### src/rtl/outcond_pkg.sv
// Purpose: constants for the output-conditioning stage of the process controller
// Assumes: outputs and rates in 0.1 % units, temperatures in input engineering units, 16-bit signed
// Notes: register indices sit on a plain 5-bit word-address port
package outcond_pkg;
  localparam int DATA_W = 16;
  localparam int ADDR_W = 5;
  // Register word indices
  localparam logic [4:0] REG_CTRL = 5'h00;
  localparam logic [4:0] REG_STATUS = 5'h01;
  localparam logic [4:0] REG_MASK = 5'h02;
  localparam logic [4:0] REG_DGAIN = 5'h03;
  localparam logic [4:0] REG_PB_HEAT = 5'h04;
  localparam logic [4:0] REG_GAP_UP = 5'h05;
  localparam logic [4:0] REG_GAP_LO = 5'h06;
  localparam logic [4:0] REG_SPAN = 5'h07;
  localparam logic [4:0] REG_ERR_MV = 5'h08;
  localparam logic [4:0] REG_STOP_HEAT = 5'h09;
  localparam logic [4:0] REG_STOP_COOL = 5'h0a;
  localparam logic [4:0] REG_MANUAL_MV = 5'h0b;
  localparam logic [4:0] REG_RATE_BASE = 5'h0c;
  localparam logic [4:0] REG_LIMIT_BASE = 5'h10;
  localparam logic [4:0] REG_STATE = 5'h14;
  // Control register bit positions
  localparam int CTRL_RUN = 0;
  localparam int CTRL_MANUAL = 1;
  localparam int CTRL_VALVE = 2;
  localparam int CTRL_ANALOG = 3;
  localparam int CTRL_ACT_HIGH = 4;
  localparam int CTRL_ACT_LOW = 5;
  localparam int CTRL_W = 6;
  // Event bit positions in status and mask
  localparam int EV_ERR_HIGH = 0;
  localparam int EV_ERR_LOW = 1;
  localparam int EV_SUBST = 2;
  localparam int EV_ONOFF = 3;
  localparam int EV_W = 4;
  // Limits, scale constants and reset values
  localparam logic [15:0] DGAIN_MIN = 16'h0001;
  localparam logic [15:0] DGAIN_MAX = 16'h0064;
  localparam logic [15:0] DGAIN_RST = 16'h003c;
  localparam logic [15:0] PB_HEAT_RST = 16'h001e;
  localparam logic [15:0] GAP_RST = 16'h0001;
  localparam logic [15:0] SPAN_RST = 16'h0fa0;
  localparam logic [15:0] GAP_SPAN_DIV = 16'h03e8;
  localparam logic [15:0] ERR_MV_RST = 16'h0000;
  localparam logic [15:0] STOP_MV_RST = 16'hffce;
  localparam logic [15:0] MANUAL_MV_RST = 16'h0000;
  localparam logic [15:0] RATE_RST = 16'h0000;
  localparam logic [15:0] LIMIT_LO_RST = 16'hffce;
  localparam logic [15:0] LIMIT_HI_RST = 16'h041a;
  localparam logic [15:0] MV_FULL = 16'h03e8;
  localparam logic [15:0] MV_ZERO = 16'h0000;
  // Timing: rate settings are per second, so one step per second
  localparam int CLOCK_HZ = 10_000_000;
  localparam int SAMPLE_MS = 1000;
  localparam int SAMPLE_CYCLES = CLOCK_HZ / 1000 * SAMPLE_MS;
endpackage

### src/rtl/output_conditioning.sv
// Purpose: chooses proportional or two-state drive, input-error substitution, stop values, rate limits
// Assumes: measurement chain supplies measured and set values and input-error levels, PID supplies demands
// Notes: inputs other than reset_n synchronous to clock; registers on a plain strobe port, read data one cycle later
`timescale 1ns/1ps

module output_conditioning
  import outcond_pkg::*;
#(
  parameter int SAMPLE_CYCLES_P = SAMPLE_CYCLES
)
(
  input wire logic clock, // 10 MHz system clock
  input wire logic reset_n, // Async reset, active low
  input wire logic [outcond_pkg::ADDR_W-1:0] addr, // Register word index
  input wire logic [outcond_pkg::DATA_W-1:0] wr_data, // Write data
  input wire logic wr_en, // Write strobe
  input wire logic rd_en, // Read strobe
  input wire logic signed [15:0] measured_value, // Measured value
  input wire logic signed [15:0] set_value, // Set value
  input wire logic signed [15:0] pid_heat, // Proportional heat demand
  input wire logic signed [15:0] pid_cool, // Proportional cool demand
  input wire logic input_error_high, // Measured value past high error point
  input wire logic input_error_low, // Measured value past low error point
  input wire logic feedback_fitted, // Valve feedback input present
  input wire logic feedback_broken, // Valve feedback input broken
  output logic [outcond_pkg::DATA_W-1:0] rd_data, // Read data, cycle after read strobe
  output logic signed [15:0] heat_side_output, // Heat-side manipulated output
  output logic signed [15:0] cool_side_output, // Cool-side manipulated output
  output logic [15:0] derivative_gain, // Derivative gain to the PID term
  output logic valve_stop_follow, // Valve follows its at-stop action
  output logic irq // Level interrupt
);
  logic [CTRL_W-1:0] ctrl_q;
  logic [EV_W-1:0] status_q;
  logic [EV_W-1:0] mask_q;
  logic [15:0] dgain_q;
  logic [15:0] pb_heat_q;
  logic [15:0] gap_up_q;
  logic [15:0] gap_lo_q;
  logic [1:0] gap_set_q;
  logic [15:0] span_q;
  logic signed [15:0] err_mv_q;
  logic signed [15:0] stop_heat_q;
  logic signed [15:0] stop_cool_q;
  logic signed [15:0] manual_mv_q;
  logic [15:0] rate_q [4];
  logic [15:0] limit_q [4];
  logic [15:0] rd_data_q;
  logic [23:0] div_q;
  logic sample, on_q, err_q, run_q, suppress_q, follow_q;
  logic [1:0] err_side_q;
  logic run, manual, valve, err_now, subst, fb_ok, onoff_mode;
  logic [15:0] gap_up_eff, gap_lo_eff;
  logic [EV_W-1:0] events;
  logic signed [15:0] heat_target, cool_target;

  if (SAMPLE_CYCLES_P < 2 || SAMPLE_CYCLES_P >= (1 << 24))
    $error("SAMPLE_CYCLES_P out of range");

  // A gap left at reset follows 0.1 % of span for voltage and current inputs
  function automatic logic [15:0] gap_eff(input logic [15:0] g, input logic written, input logic analog,
                                           input logic [15:0] span);
    if (analog && !written)
      return span / GAP_SPAN_DIV;
    return g;
  endfunction

  function automatic logic wr_hit(input logic [4:0] index);
    return wr_en && addr == index;
  endfunction

  assign run = ctrl_q[CTRL_RUN];
  assign manual = ctrl_q[CTRL_MANUAL];
  assign valve = ctrl_q[CTRL_VALVE];
  assign fb_ok = feedback_fitted && !feedback_broken;
  assign onoff_mode = pb_heat_q == 16'h0000;
  assign gap_up_eff = gap_eff(gap_up_q, gap_set_q[0], ctrl_q[CTRL_ANALOG], span_q);
  assign gap_lo_eff = gap_eff(gap_lo_q, gap_set_q[1], ctrl_q[CTRL_ANALOG], span_q);
  assign err_now = (input_error_high && ctrl_q[CTRL_ACT_HIGH]) || (input_error_low && ctrl_q[CTRL_ACT_LOW]);
  // Substitution fires on the moment of detection, only in auto and running
  assign subst = run && run_q && !manual && err_now && !err_q && !suppress_q;
  assign events = {on_q && !onoff_mode, subst, input_error_low && !err_side_q[1], input_error_high && !err_side_q[0]};

  always_ff @(posedge clock or negedge reset_n)
  begin
    if (!reset_n)
      div_q <= 24'h000000;
    else if (div_q == 24'(SAMPLE_CYCLES_P - 1))
      div_q <= 24'h000000;
    else
      div_q <= div_q + 24'h000001;
  end
  assign sample = div_q == 24'(SAMPLE_CYCLES_P - 1);

  // Control register; hardware entry into manual wins over a software write
  always_ff @(posedge clock or negedge reset_n)
  begin
    if (!reset_n)
      ctrl_q <= '0;
    else
    begin
      if (wr_hit(REG_CTRL))
        ctrl_q <= wr_data[CTRL_W-1:0];
      if (subst)
        ctrl_q[CTRL_MANUAL] <= 1'b1;
    end
  end

  always_ff @(posedge clock or negedge reset_n)
  begin
    if (!reset_n)
      manual_mv_q <= MANUAL_MV_RST;
    else if (subst)
      manual_mv_q <= err_mv_q;
    else if (wr_hit(REG_MANUAL_MV))
      manual_mv_q <= wr_data;
  end

  // Setting registers
  always_ff @(posedge clock or negedge reset_n)
  begin
    if (!reset_n)
    begin
      dgain_q <= DGAIN_RST;
      pb_heat_q <= PB_HEAT_RST;
      gap_up_q <= GAP_RST;
      gap_lo_q <= GAP_RST;
      gap_set_q <= 2'b00;
      span_q <= SPAN_RST;
      err_mv_q <= ERR_MV_RST;
      stop_heat_q <= STOP_MV_RST;
      stop_cool_q <= STOP_MV_RST;
      mask_q <= '0;
    end
    else if (wr_en)
    begin
      unique case (addr)
        REG_DGAIN: dgain_q <= wr_data < DGAIN_MIN ? DGAIN_MIN : (wr_data > DGAIN_MAX ? DGAIN_MAX : wr_data);
        REG_PB_HEAT: pb_heat_q <= wr_data;
        REG_GAP_UP:
        begin
          gap_up_q <= wr_data;
          gap_set_q[0] <= 1'b1;
        end
        REG_GAP_LO:
        begin
          gap_lo_q <= wr_data;
          gap_set_q[1] <= 1'b1;
        end
        REG_SPAN: span_q <= wr_data;
        REG_ERR_MV: err_mv_q <= wr_data;
        REG_STOP_HEAT: stop_heat_q <= wr_data;
        REG_STOP_COOL: stop_cool_q <= wr_data;
        REG_MASK: mask_q <= wr_data[EV_W-1:0];
        default: ;
      endcase
    end
  end

  // Rate and limit banks: heat up, heat down, cool up, cool down; heat lo, heat hi, cool lo, cool hi
  always_ff @(posedge clock or negedge reset_n)
  begin
    if (!reset_n)
    begin
      for (int i = 0; i < 4; i++)
      begin
        rate_q[i] <= RATE_RST;
        limit_q[i] <= i[0] ? LIMIT_HI_RST : LIMIT_LO_RST;
      end
    end
    else if (wr_en && addr[4:2] == REG_RATE_BASE[4:2])
      rate_q[addr[1:0]] <= wr_data;
    else if (wr_en && addr[4:2] == REG_LIMIT_BASE[4:2])
      limit_q[addr[1:0]] <= wr_data;
  end

  // Two-state hysteresis, reverse action
  always_ff @(posedge clock or negedge reset_n)
  begin
    if (!reset_n)
      on_q <= 1'b0;
    else if (17'(measured_value) < 17'(set_value) - $signed({1'b0, gap_lo_eff}))
      on_q <= 1'b1;
    else if (17'(measured_value) > 17'(set_value) + $signed({1'b0, gap_up_eff}))
      on_q <= 1'b0;
  end

  // Input-error tracking; an error already present at the start of a run is not substituted
  always_ff @(posedge clock or negedge reset_n)
  begin
    if (!reset_n)
    begin
      err_q <= 1'b0;
      run_q <= 1'b0;
      suppress_q <= 1'b0;
      err_side_q <= 2'b00;
    end
    else
    begin
      err_q <= err_now;
      run_q <= run;
      err_side_q <= {input_error_low, input_error_high};
      if (!err_now)
        suppress_q <= 1'b0;
      else if (run && !run_q)
        suppress_q <= 1'b1;
    end
  end

  always_comb
  begin
    heat_target = pid_heat;
    cool_target = pid_cool;
    if (valve && !fb_ok)
      heat_target = heat_side_output;
    else if (!run)
      heat_target = stop_heat_q;
    else if (manual)
      heat_target = manual_mv_q;
    else if (onoff_mode)
      heat_target = on_q ? MV_FULL : MV_ZERO;
    if (!run)
      cool_target = stop_cool_q;
    else if (onoff_mode)
      cool_target = MV_ZERO;
  end

  always_ff @(posedge clock or negedge reset_n)
  begin
    if (!reset_n)
      follow_q <= 1'b0;
    else
      follow_q <= valve && !fb_ok && (!run || err_now);
  end
  assign valve_stop_follow = follow_q;

  rate_limiter u_heat (
    .clock(clock),
    .reset_n(reset_n),
    .sample(sample),
    .bypass(valve),
    .target(heat_target),
    .rise(rate_q[0]),
    .fall(rate_q[1]),
    .lo(limit_q[0]),
    .hi(limit_q[1]),
    .out_q(heat_side_output)
  );

  rate_limiter u_cool (
    .clock(clock),
    .reset_n(reset_n),
    .sample(sample),
    .bypass(valve),
    .target(cool_target),
    .rise(rate_q[2]),
    .fall(rate_q[3]),
    .lo(limit_q[2]),
    .hi(limit_q[3]),
    .out_q(cool_side_output)
  );

  // Sticky status, write one to clear; a new event in the same cycle wins
  always_ff @(posedge clock or negedge reset_n)
  begin
    if (!reset_n)
      status_q <= '0;
    else
      status_q <= (status_q & ~(wr_hit(REG_STATUS) ? wr_data[EV_W-1:0] : '0)) | events;
  end

  always_ff @(posedge clock or negedge reset_n)
  begin
    if (!reset_n)
      irq <= 1'b0;
    else
      irq <= |(status_q & mask_q);
  end
  assign derivative_gain = dgain_q;

  always_ff @(posedge clock or negedge reset_n)
  begin
    if (!reset_n)
      rd_data_q <= 16'h0000;
    else if (rd_en)
    begin
      rd_data_q <= 16'h0000;
      unique case (addr)
        REG_CTRL: rd_data_q <= 16'(ctrl_q);
        REG_STATUS: rd_data_q <= 16'(status_q);
        REG_MASK: rd_data_q <= 16'(mask_q);
        REG_DGAIN: rd_data_q <= dgain_q;
        REG_PB_HEAT: rd_data_q <= pb_heat_q;
        REG_GAP_UP: rd_data_q <= gap_up_eff;
        REG_GAP_LO: rd_data_q <= gap_lo_eff;
        REG_SPAN: rd_data_q <= span_q;
        REG_ERR_MV: rd_data_q <= err_mv_q;
        REG_STOP_HEAT: rd_data_q <= stop_heat_q;
        REG_STOP_COOL: rd_data_q <= stop_cool_q;
        REG_MANUAL_MV: rd_data_q <= manual_mv_q;
        REG_STATE: rd_data_q <= {12'h000, follow_q, suppress_q, on_q, onoff_mode};
        default:
        begin
          if (addr[4:2] == REG_RATE_BASE[4:2])
            rd_data_q <= rate_q[addr[1:0]];
          else if (addr[4:2] == REG_LIMIT_BASE[4:2])
            rd_data_q <= limit_q[addr[1:0]];
        end
      endcase
    end
  end
  assign rd_data = rd_data_q;

  AST_DGAIN_RANGE: assert property (@(posedge clock) disable iff (!reset_n)
    dgain_q >= DGAIN_MIN && dgain_q <= DGAIN_MAX)
    else $error("derivative gain out of range");
  AST_HYST_ON: assert property (@(posedge clock) disable iff (!reset_n)
    17'(measured_value) < 17'(set_value) - $signed({1'b0, gap_lo_eff}) |=> on_q)
    else $error("two-state output did not turn on below lower gap");
  AST_HYST_KEEP: assert property (@(posedge clock) disable iff (!reset_n)
    measured_value == set_value && gap_lo_eff != 16'h0000 && gap_up_eff != 16'h0000 |=> on_q == $past(on_q))
    else $error("two-state output switched inside the gap");
  AST_SUBST: assert property (@(posedge clock) disable iff (!reset_n)
    subst |=> manual && manual_mv_q == $past(err_mv_q))
    else $error("input error did not enter manual with error value");
  AST_MANUAL_KEEP: assert property (@(posedge clock) disable iff (!reset_n)
    manual && err_now && !err_q && !wr_en |=> manual_mv_q == $past(manual_mv_q))
    else $error("manual output replaced on input error");
  AST_RUN_WITH_ERR: assert property (@(posedge clock) disable iff (!reset_n)
    run && !run_q && err_now |-> !subst ##1 (suppress_q || !err_now))
    else $error("substitution at start of run with error present");
  AST_STOP_HEAT: assert property (@(posedge clock) disable iff (!reset_n)
    (!run && !valve && rate_q[0] == 16'h0000 && rate_q[1] == 16'h0000
      && stop_heat_q >= $signed(limit_q[0]) && stop_heat_q <= $signed(limit_q[1]))[*3]
      |-> heat_side_output == $past(stop_heat_q))
    else $error("stopped heat output not at stop value");
  AST_ONOFF_FULL: assert property (@(posedge clock) disable iff (!reset_n)
    (run && !manual && !valve && onoff_mode && on_q && rate_q[0] == 16'h0000 && rate_q[1] == 16'h0000
      && $signed(limit_q[1]) >= $signed(MV_FULL) && $signed(limit_q[0]) <= $signed(MV_FULL))[*2]
      |-> heat_side_output == MV_FULL)
    else $error("two-state heat output not full on");
  COV_SUBST: cover property (@(posedge clock) disable iff (!reset_n) subst);
  COV_ONOFF: cover property (@(posedge clock) disable iff (!reset_n) onoff_mode && $rose(on_q));
  COV_STOP: cover property (@(posedge clock) disable iff (!reset_n) $fell(run));
  COV_IRQ: cover property (@(posedge clock) disable iff (!reset_n) $rose(irq));
endmodule

### src/rtl/rate_limiter.sv
// Purpose: per-output clamp to limits and step limit per sample
// Assumes: rates in 0.1 % per sample period, zero rate means no limiting
// Notes: updates every clock; a nonzero rate only moves the output on a sample pulse
`timescale 1ns/1ps
module rate_limiter
  import outcond_pkg::*;
(
  input wire logic clock, // System clock
  input wire logic reset_n, // Async reset, active low
  input wire logic sample, // One-cycle sample pulse
  input wire logic bypass, // Ignore rate settings
  input wire logic signed [15:0] target, // Wanted output
  input wire logic [15:0] rise, // Rising step per sample
  input wire logic [15:0] fall, // Falling step per sample
  input wire logic signed [15:0] lo, // Low limit
  input wire logic signed [15:0] hi, // High limit
  output logic signed [15:0] out_q // Conditioned output
);
  logic signed [15:0] clamped;
  logic signed [16:0] up_lim;
  logic signed [16:0] dn_lim;
  logic signed [15:0] out_d;

  always_comb
  begin
    clamped = target;
    if (target > hi)
      clamped = hi;
    if (target < lo)
      clamped = lo;
    up_lim = 17'(out_q) + $signed({1'b0, rise});
    dn_lim = 17'(out_q) - $signed({1'b0, fall});
    out_d = clamped;
    if (!bypass && 17'(clamped) > 17'(out_q) && rise != 16'h0000)
    begin
      if (!sample)
        out_d = out_q;
      else if (17'(clamped) > up_lim)
        out_d = up_lim[15:0];
    end
    if (!bypass && 17'(clamped) < 17'(out_q) && fall != 16'h0000)
    begin
      if (!sample)
        out_d = out_q;
      else if (17'(clamped) < dn_lim)
        out_d = dn_lim[15:0];
    end
  end

  always_ff @(posedge clock or negedge reset_n)
  begin
    if (!reset_n)
      out_q <= MV_ZERO;
    else
      out_q <= out_d;
  end

  AST_STEP_UP: assert property (@(posedge clock) disable iff (!reset_n)
    sample && !bypass && rise != 16'h0000 && lo <= hi && 17'(clamped) > up_lim
      |=> out_q == $past(up_lim[15:0]))
    else $error("rising step not clamped to rate");
  AST_HOLD_BETWEEN: assert property (@(posedge clock) disable iff (!reset_n)
    !sample && !bypass && fall != 16'h0000 && 17'(clamped) < 17'(out_q) |=> out_q == $past(out_q))
    else $error("falling output moved between samples");
endmodule

### config.mk
export PLATFORM = sky130hd
export DESIGN_NAME = output_conditioning
export DESIGN_NICKNAME = d
export VERILOG_FILES = /design/src/rtl/outcond_pkg.sv /design/src/rtl/output_conditioning.sv /design/src/rtl/rate_limiter.sv
export SDC_FILE = /design/constraint.sdc
export NUM_CORES = 1
export LEC_CHECK = 0
export BUFFER_PORTS_ARGS = -buffer_cell sky130_fd_sc_hd__buf_4
export CAP_MARGIN = 15
export CORE_ASPECT_RATIO = 1.75
export CORE_MARGIN = 1.5
export CORE_UTILIZATION = 30
export CTS_CLUSTER_DIAMETER = 120
export DETAILED_ROUTE_END_ITERATION = 7
export PLACE_DENSITY = 0.47
export SYNTH_ARGS = -nofsm -noshare
export SYNTH_HDL_FRONTEND = slang
export SYNTH_HIERARCHICAL = 1
export SYNTH_SLANG_ARGS = --single-unit
### constraint.sdc
create_clock -name clock -period 10.46 [get_ports clock]
set_input_delay 0.523 -clock clock [delete_from_list [all_inputs] [get_ports clock]]
set_output_delay 0.523 -clock clock [all_outputs]
set_load 0.03 [all_outputs]
==> results_dict.tcl <==
set metrics [dict create \
    post_cts_buffers 0 \
    grt_pass1_vias 26900 \
    grt_pass1_wl_mm 181 \
    cp-start-kind "flop" \
    synth_seq_cells 368 \
    gp_congestion 0.895 \
    routed_wl_mm 124 \
    io_buffers 158 \
    wl_per_cell_um 26.6 \
    clock_path_buffers 3 \
    clock-sinks 368 \
    syn_area_mm2 0.0300 \
    fin_crit_sh 0.907 \
    drcViolationCount 0 \
    drive_gt1_frac 0.213 \
    async_flop_share 1.00 \
    worst-path-max-fanout 16 \
    slowest_stage "dfstp_2" \
    post_drt_via_cell_ratio 5.63 \
    grt_max_degree 157 \
    rsz0062_at_grt "no" \
    sw_frac_of_total 0.510 \
    intPower_uw 5240 \
    rr_worst_depth 41 \
    crit_top_cell "a21oi_1" \
    core_mm2 0.0992 \
    first_pass_iters 8 \
    rows 153 \
    powerDensity_mw_per_mm2 314 \
    finalHoldViolations 0 \
    switchingPower_uw 5450 \
    numCtsBuffers 41 \
    initial_core_util 0.302 \
    finalSetupViolations 0 \
    critical_path_class "flop to flop" \
    cpPeakStageDelay_ns 0.68 \
    worstPathRequired_ns 10.95 \
    min_path_cells 1 \
    cap_violations 0 \
    seqPwrFrac 0.218 \
    fillers 10500 \
    yosysSeqAreaShare 0.310 \
    ys_warn_count 6 \
    whs_endpoint "err_side_q[0]" \
    cts_tree "yes" \
    r2r_end "on_q" \
    r2r-start "span_q[10]" \
    cellLeakagePower_uw 0.0150 \
    clk_latency_ns 0.62 \
    slew_headroom 0.124 \
    fmax_mhz 105 \
    ir_drop_v 0.000173 \
    outcome "complete, no violations" \
    path_clk_slew_ns 0.07 \
    worst_pin_slew_ns 1.30 \
    synth.avg_cell_area_um2 9.25 \
    antenna_found_initial 2 \
    clkPwrFrac 0.151 \
    worstPathArrival_ns 9.98 \
    initialDrtViolationCount 1863 \
    place_hpwl_mm 96.9 \
    dp_cells 4609 \
    hold_class "input pin to flop" \
    grt_overflow_total 0 \
    die_area_mm2 0.102 \
    antenna_left 0 \
    cts_root_buf "clkbuf_16" \
    grtUsageTotal 0.239 \
    maxSlewViolCount 0 \
    num_vias 26400 \
    synthDistinctLibCells 117 \
    end_kind "flop" \
    period_minus_slack_ns 9.48 \
    die_height_um 421 \
    nets 3721 \
    fin_setup_tns_ns 0 \
    dieWidth_um 242 \
    boundaryPins 159 \
    power_frac_comb 0.631 \
    hp-start "input_error_high" \
    worst_clock_skew_ns 0.0301 \
    postSynthCellCount 3240 \
    h-tree-depth 2 \
    synth_edf_count 0 \
    synthFlopType "dfrtp_1" \
    instances_no_fill 4687 \
    syn_to_final_growth_pct 13.5 \
    syn_nets 3625 \
    r2r_setup_slack_ns 0.98 \
]
==> Yosys cell counts (61+ instances only) <==
cell / number / area, um^2
dfrtp_1: 292 / 7310
ha_1: 286 / 3580
nand2_1: 259 / 972
inv_1: 257 / 965
mux2_2: 252 / 2840
o21ai_0: 199 / 996
a21oi_1: 172 / 861
nor2_1: 140 / 526
clkbuf_1: 121 / 454
nand3_1: 120 / 601
nor3_1: 78 / 390
dfstp_2: 76 / 2000
xnor2_1: 61 / 534
==> sequential cells by signal (all words and copies together) (netlist names), 6 cells and up <==
signal           flops
rate_q              64
u_heat/out_q        16
u_cool/out_q        16
div_q               24
gap_up_q            16
gap_lo_q            16
ctrl_q               6
err_mv_q            16
stop_cool_q         16
pb_heat_q           16
derivative_gain     16
manual_mv_q         16
stop_heat_q         16
limit_q             64
rd_data             16
span_q              16
==> what timing repair did <==
item                       in CTS  in global routing
setup endpoints to repair       0                  1
resized for setup               0                  2
hold buffers                    1                  0
hold endpoints to repair       74                  0
==> worst max path at each step <==
stage,start,end,depth (start not counted)
floorplan,span_q[11],on_q,41
global placement,span_q[15],on_q,41
detailed placement,span_q[15],on_q,41
CTS,span_q[15],on_q,41
global route,span_q[10],on_q,41
finish,span_q[10],on_q,41
==> kinds of logic (layout without fill, tap and decap cells) <==
group | after synthesis | after routing | share of synthesized area
buffers and inverters | 410 | 539 | 0.0541
other | 0 | 1 | 0
DFF | 368 | 368 | 0.310
xor gates and xnor gates | 102 | 102 | 0.0300
adders and majority gates | 295 | 295 | 0.124
and+or+nand+nor | 881 | 881 | 0.148
AOI/OAI and AO/OA | 854 | 854 | 0.198
muxes | 330 | 330 | 0.135
==> per-stage QoR <==
stage	total power, uW	utilization	setup WS [ns]	area (um^2)	hold WS [ns]
6_report	10700	0.343	0.977	34000	0.0318
3_5_place_dp	9030	0.328	0.628	32600	0.413
2_1_floorplan	6780	-	2.69	30000	0.227
5_1_grt	11500	0.343	0.0886	34000	0.0134
3_3_place_gp	9000	0.328	0.609	32600	0.404
4_1_cts	10700	0.343	0.604	34000	0.0139
==> power by group through the flow <==
stage | Clock, uW | Sequential, uW | Combinational [uW]
final | 1610 | 2330 | 6750
after global routing | 1690 | 2360 | 7400
after CTS | 1640 | 2330 | 6710
after detailed placement | 0 | 2360 | 6680
after global placement | 0 | 2360 | 6640
after floorplan | 0 | 2140 | 4640
==> cell usage in the layout, fill, tap and decap left out, types with 28 or more instances in the layout <==
cell / synthesis / final
o21a_1: 33 / 33
a22oi_1: 55 / 55
xnor2_1: 61 / 61
inv_1: 257 / 257
o211ai_1: 35 / 35
buf_4: 4 / 202
mux4_2: 32 / 32
xor2_1: 40 / 40
o21ai_0: 199 / 199
and2_1: 34 / 34
ha_1: 286 / 286
nor3_1: 78 / 74
nand2b_1: 42 / 42
nand4_1: 43 / 43
dfrtp_1: 292 / 290
nor4_1: 30 / 30
a21oi_1: 172 / 172
mux2i_1: 41 / 41
nor2_1: 140 / 138
mux2_2: 252 / 252
nand2_1: 259 / 259
dfstp_2: 76 / 76
a21o_1: 51 / 51
nand3_1: 120 / 120
a221oi_1: 28 / 28
clkbuf_16: 0 / 41
==> cell type report <==
type	count	area, um^2	share of cell area
multi-input combinational	2462	19100	0.561
clock buffer	57	1190	0.0348
antenna	1	2.50	0.0000735
tap	1317	1650	0.0484
timing repair buffer	205	1560	0.0459
sequential	368	9310	0.273
inverter	258	968	0.0285
clock inverter	19	267	0.00783
==> metal layers <==
layer	part of all wire	global-route usage
met5	0.00010	0
met2	0.53	0.452
met3	0.034	0.0225
met1	0.37	0.257
met4	0.064	0.139
==> critical path: cells and delay by family, from the launching register on <==
family                   cells  cell delay, ns
adder cells (fa/ha/maj)      3            0.68
multiplexers                 1            0.47
flip-flops                   1            0.68
buffers and inverters        2            0.29
AO/OA/AOI/OAI               25            5.09
AND/OR/NAND/NOR             10            2.14
Power figures use the tool's default switching activity.
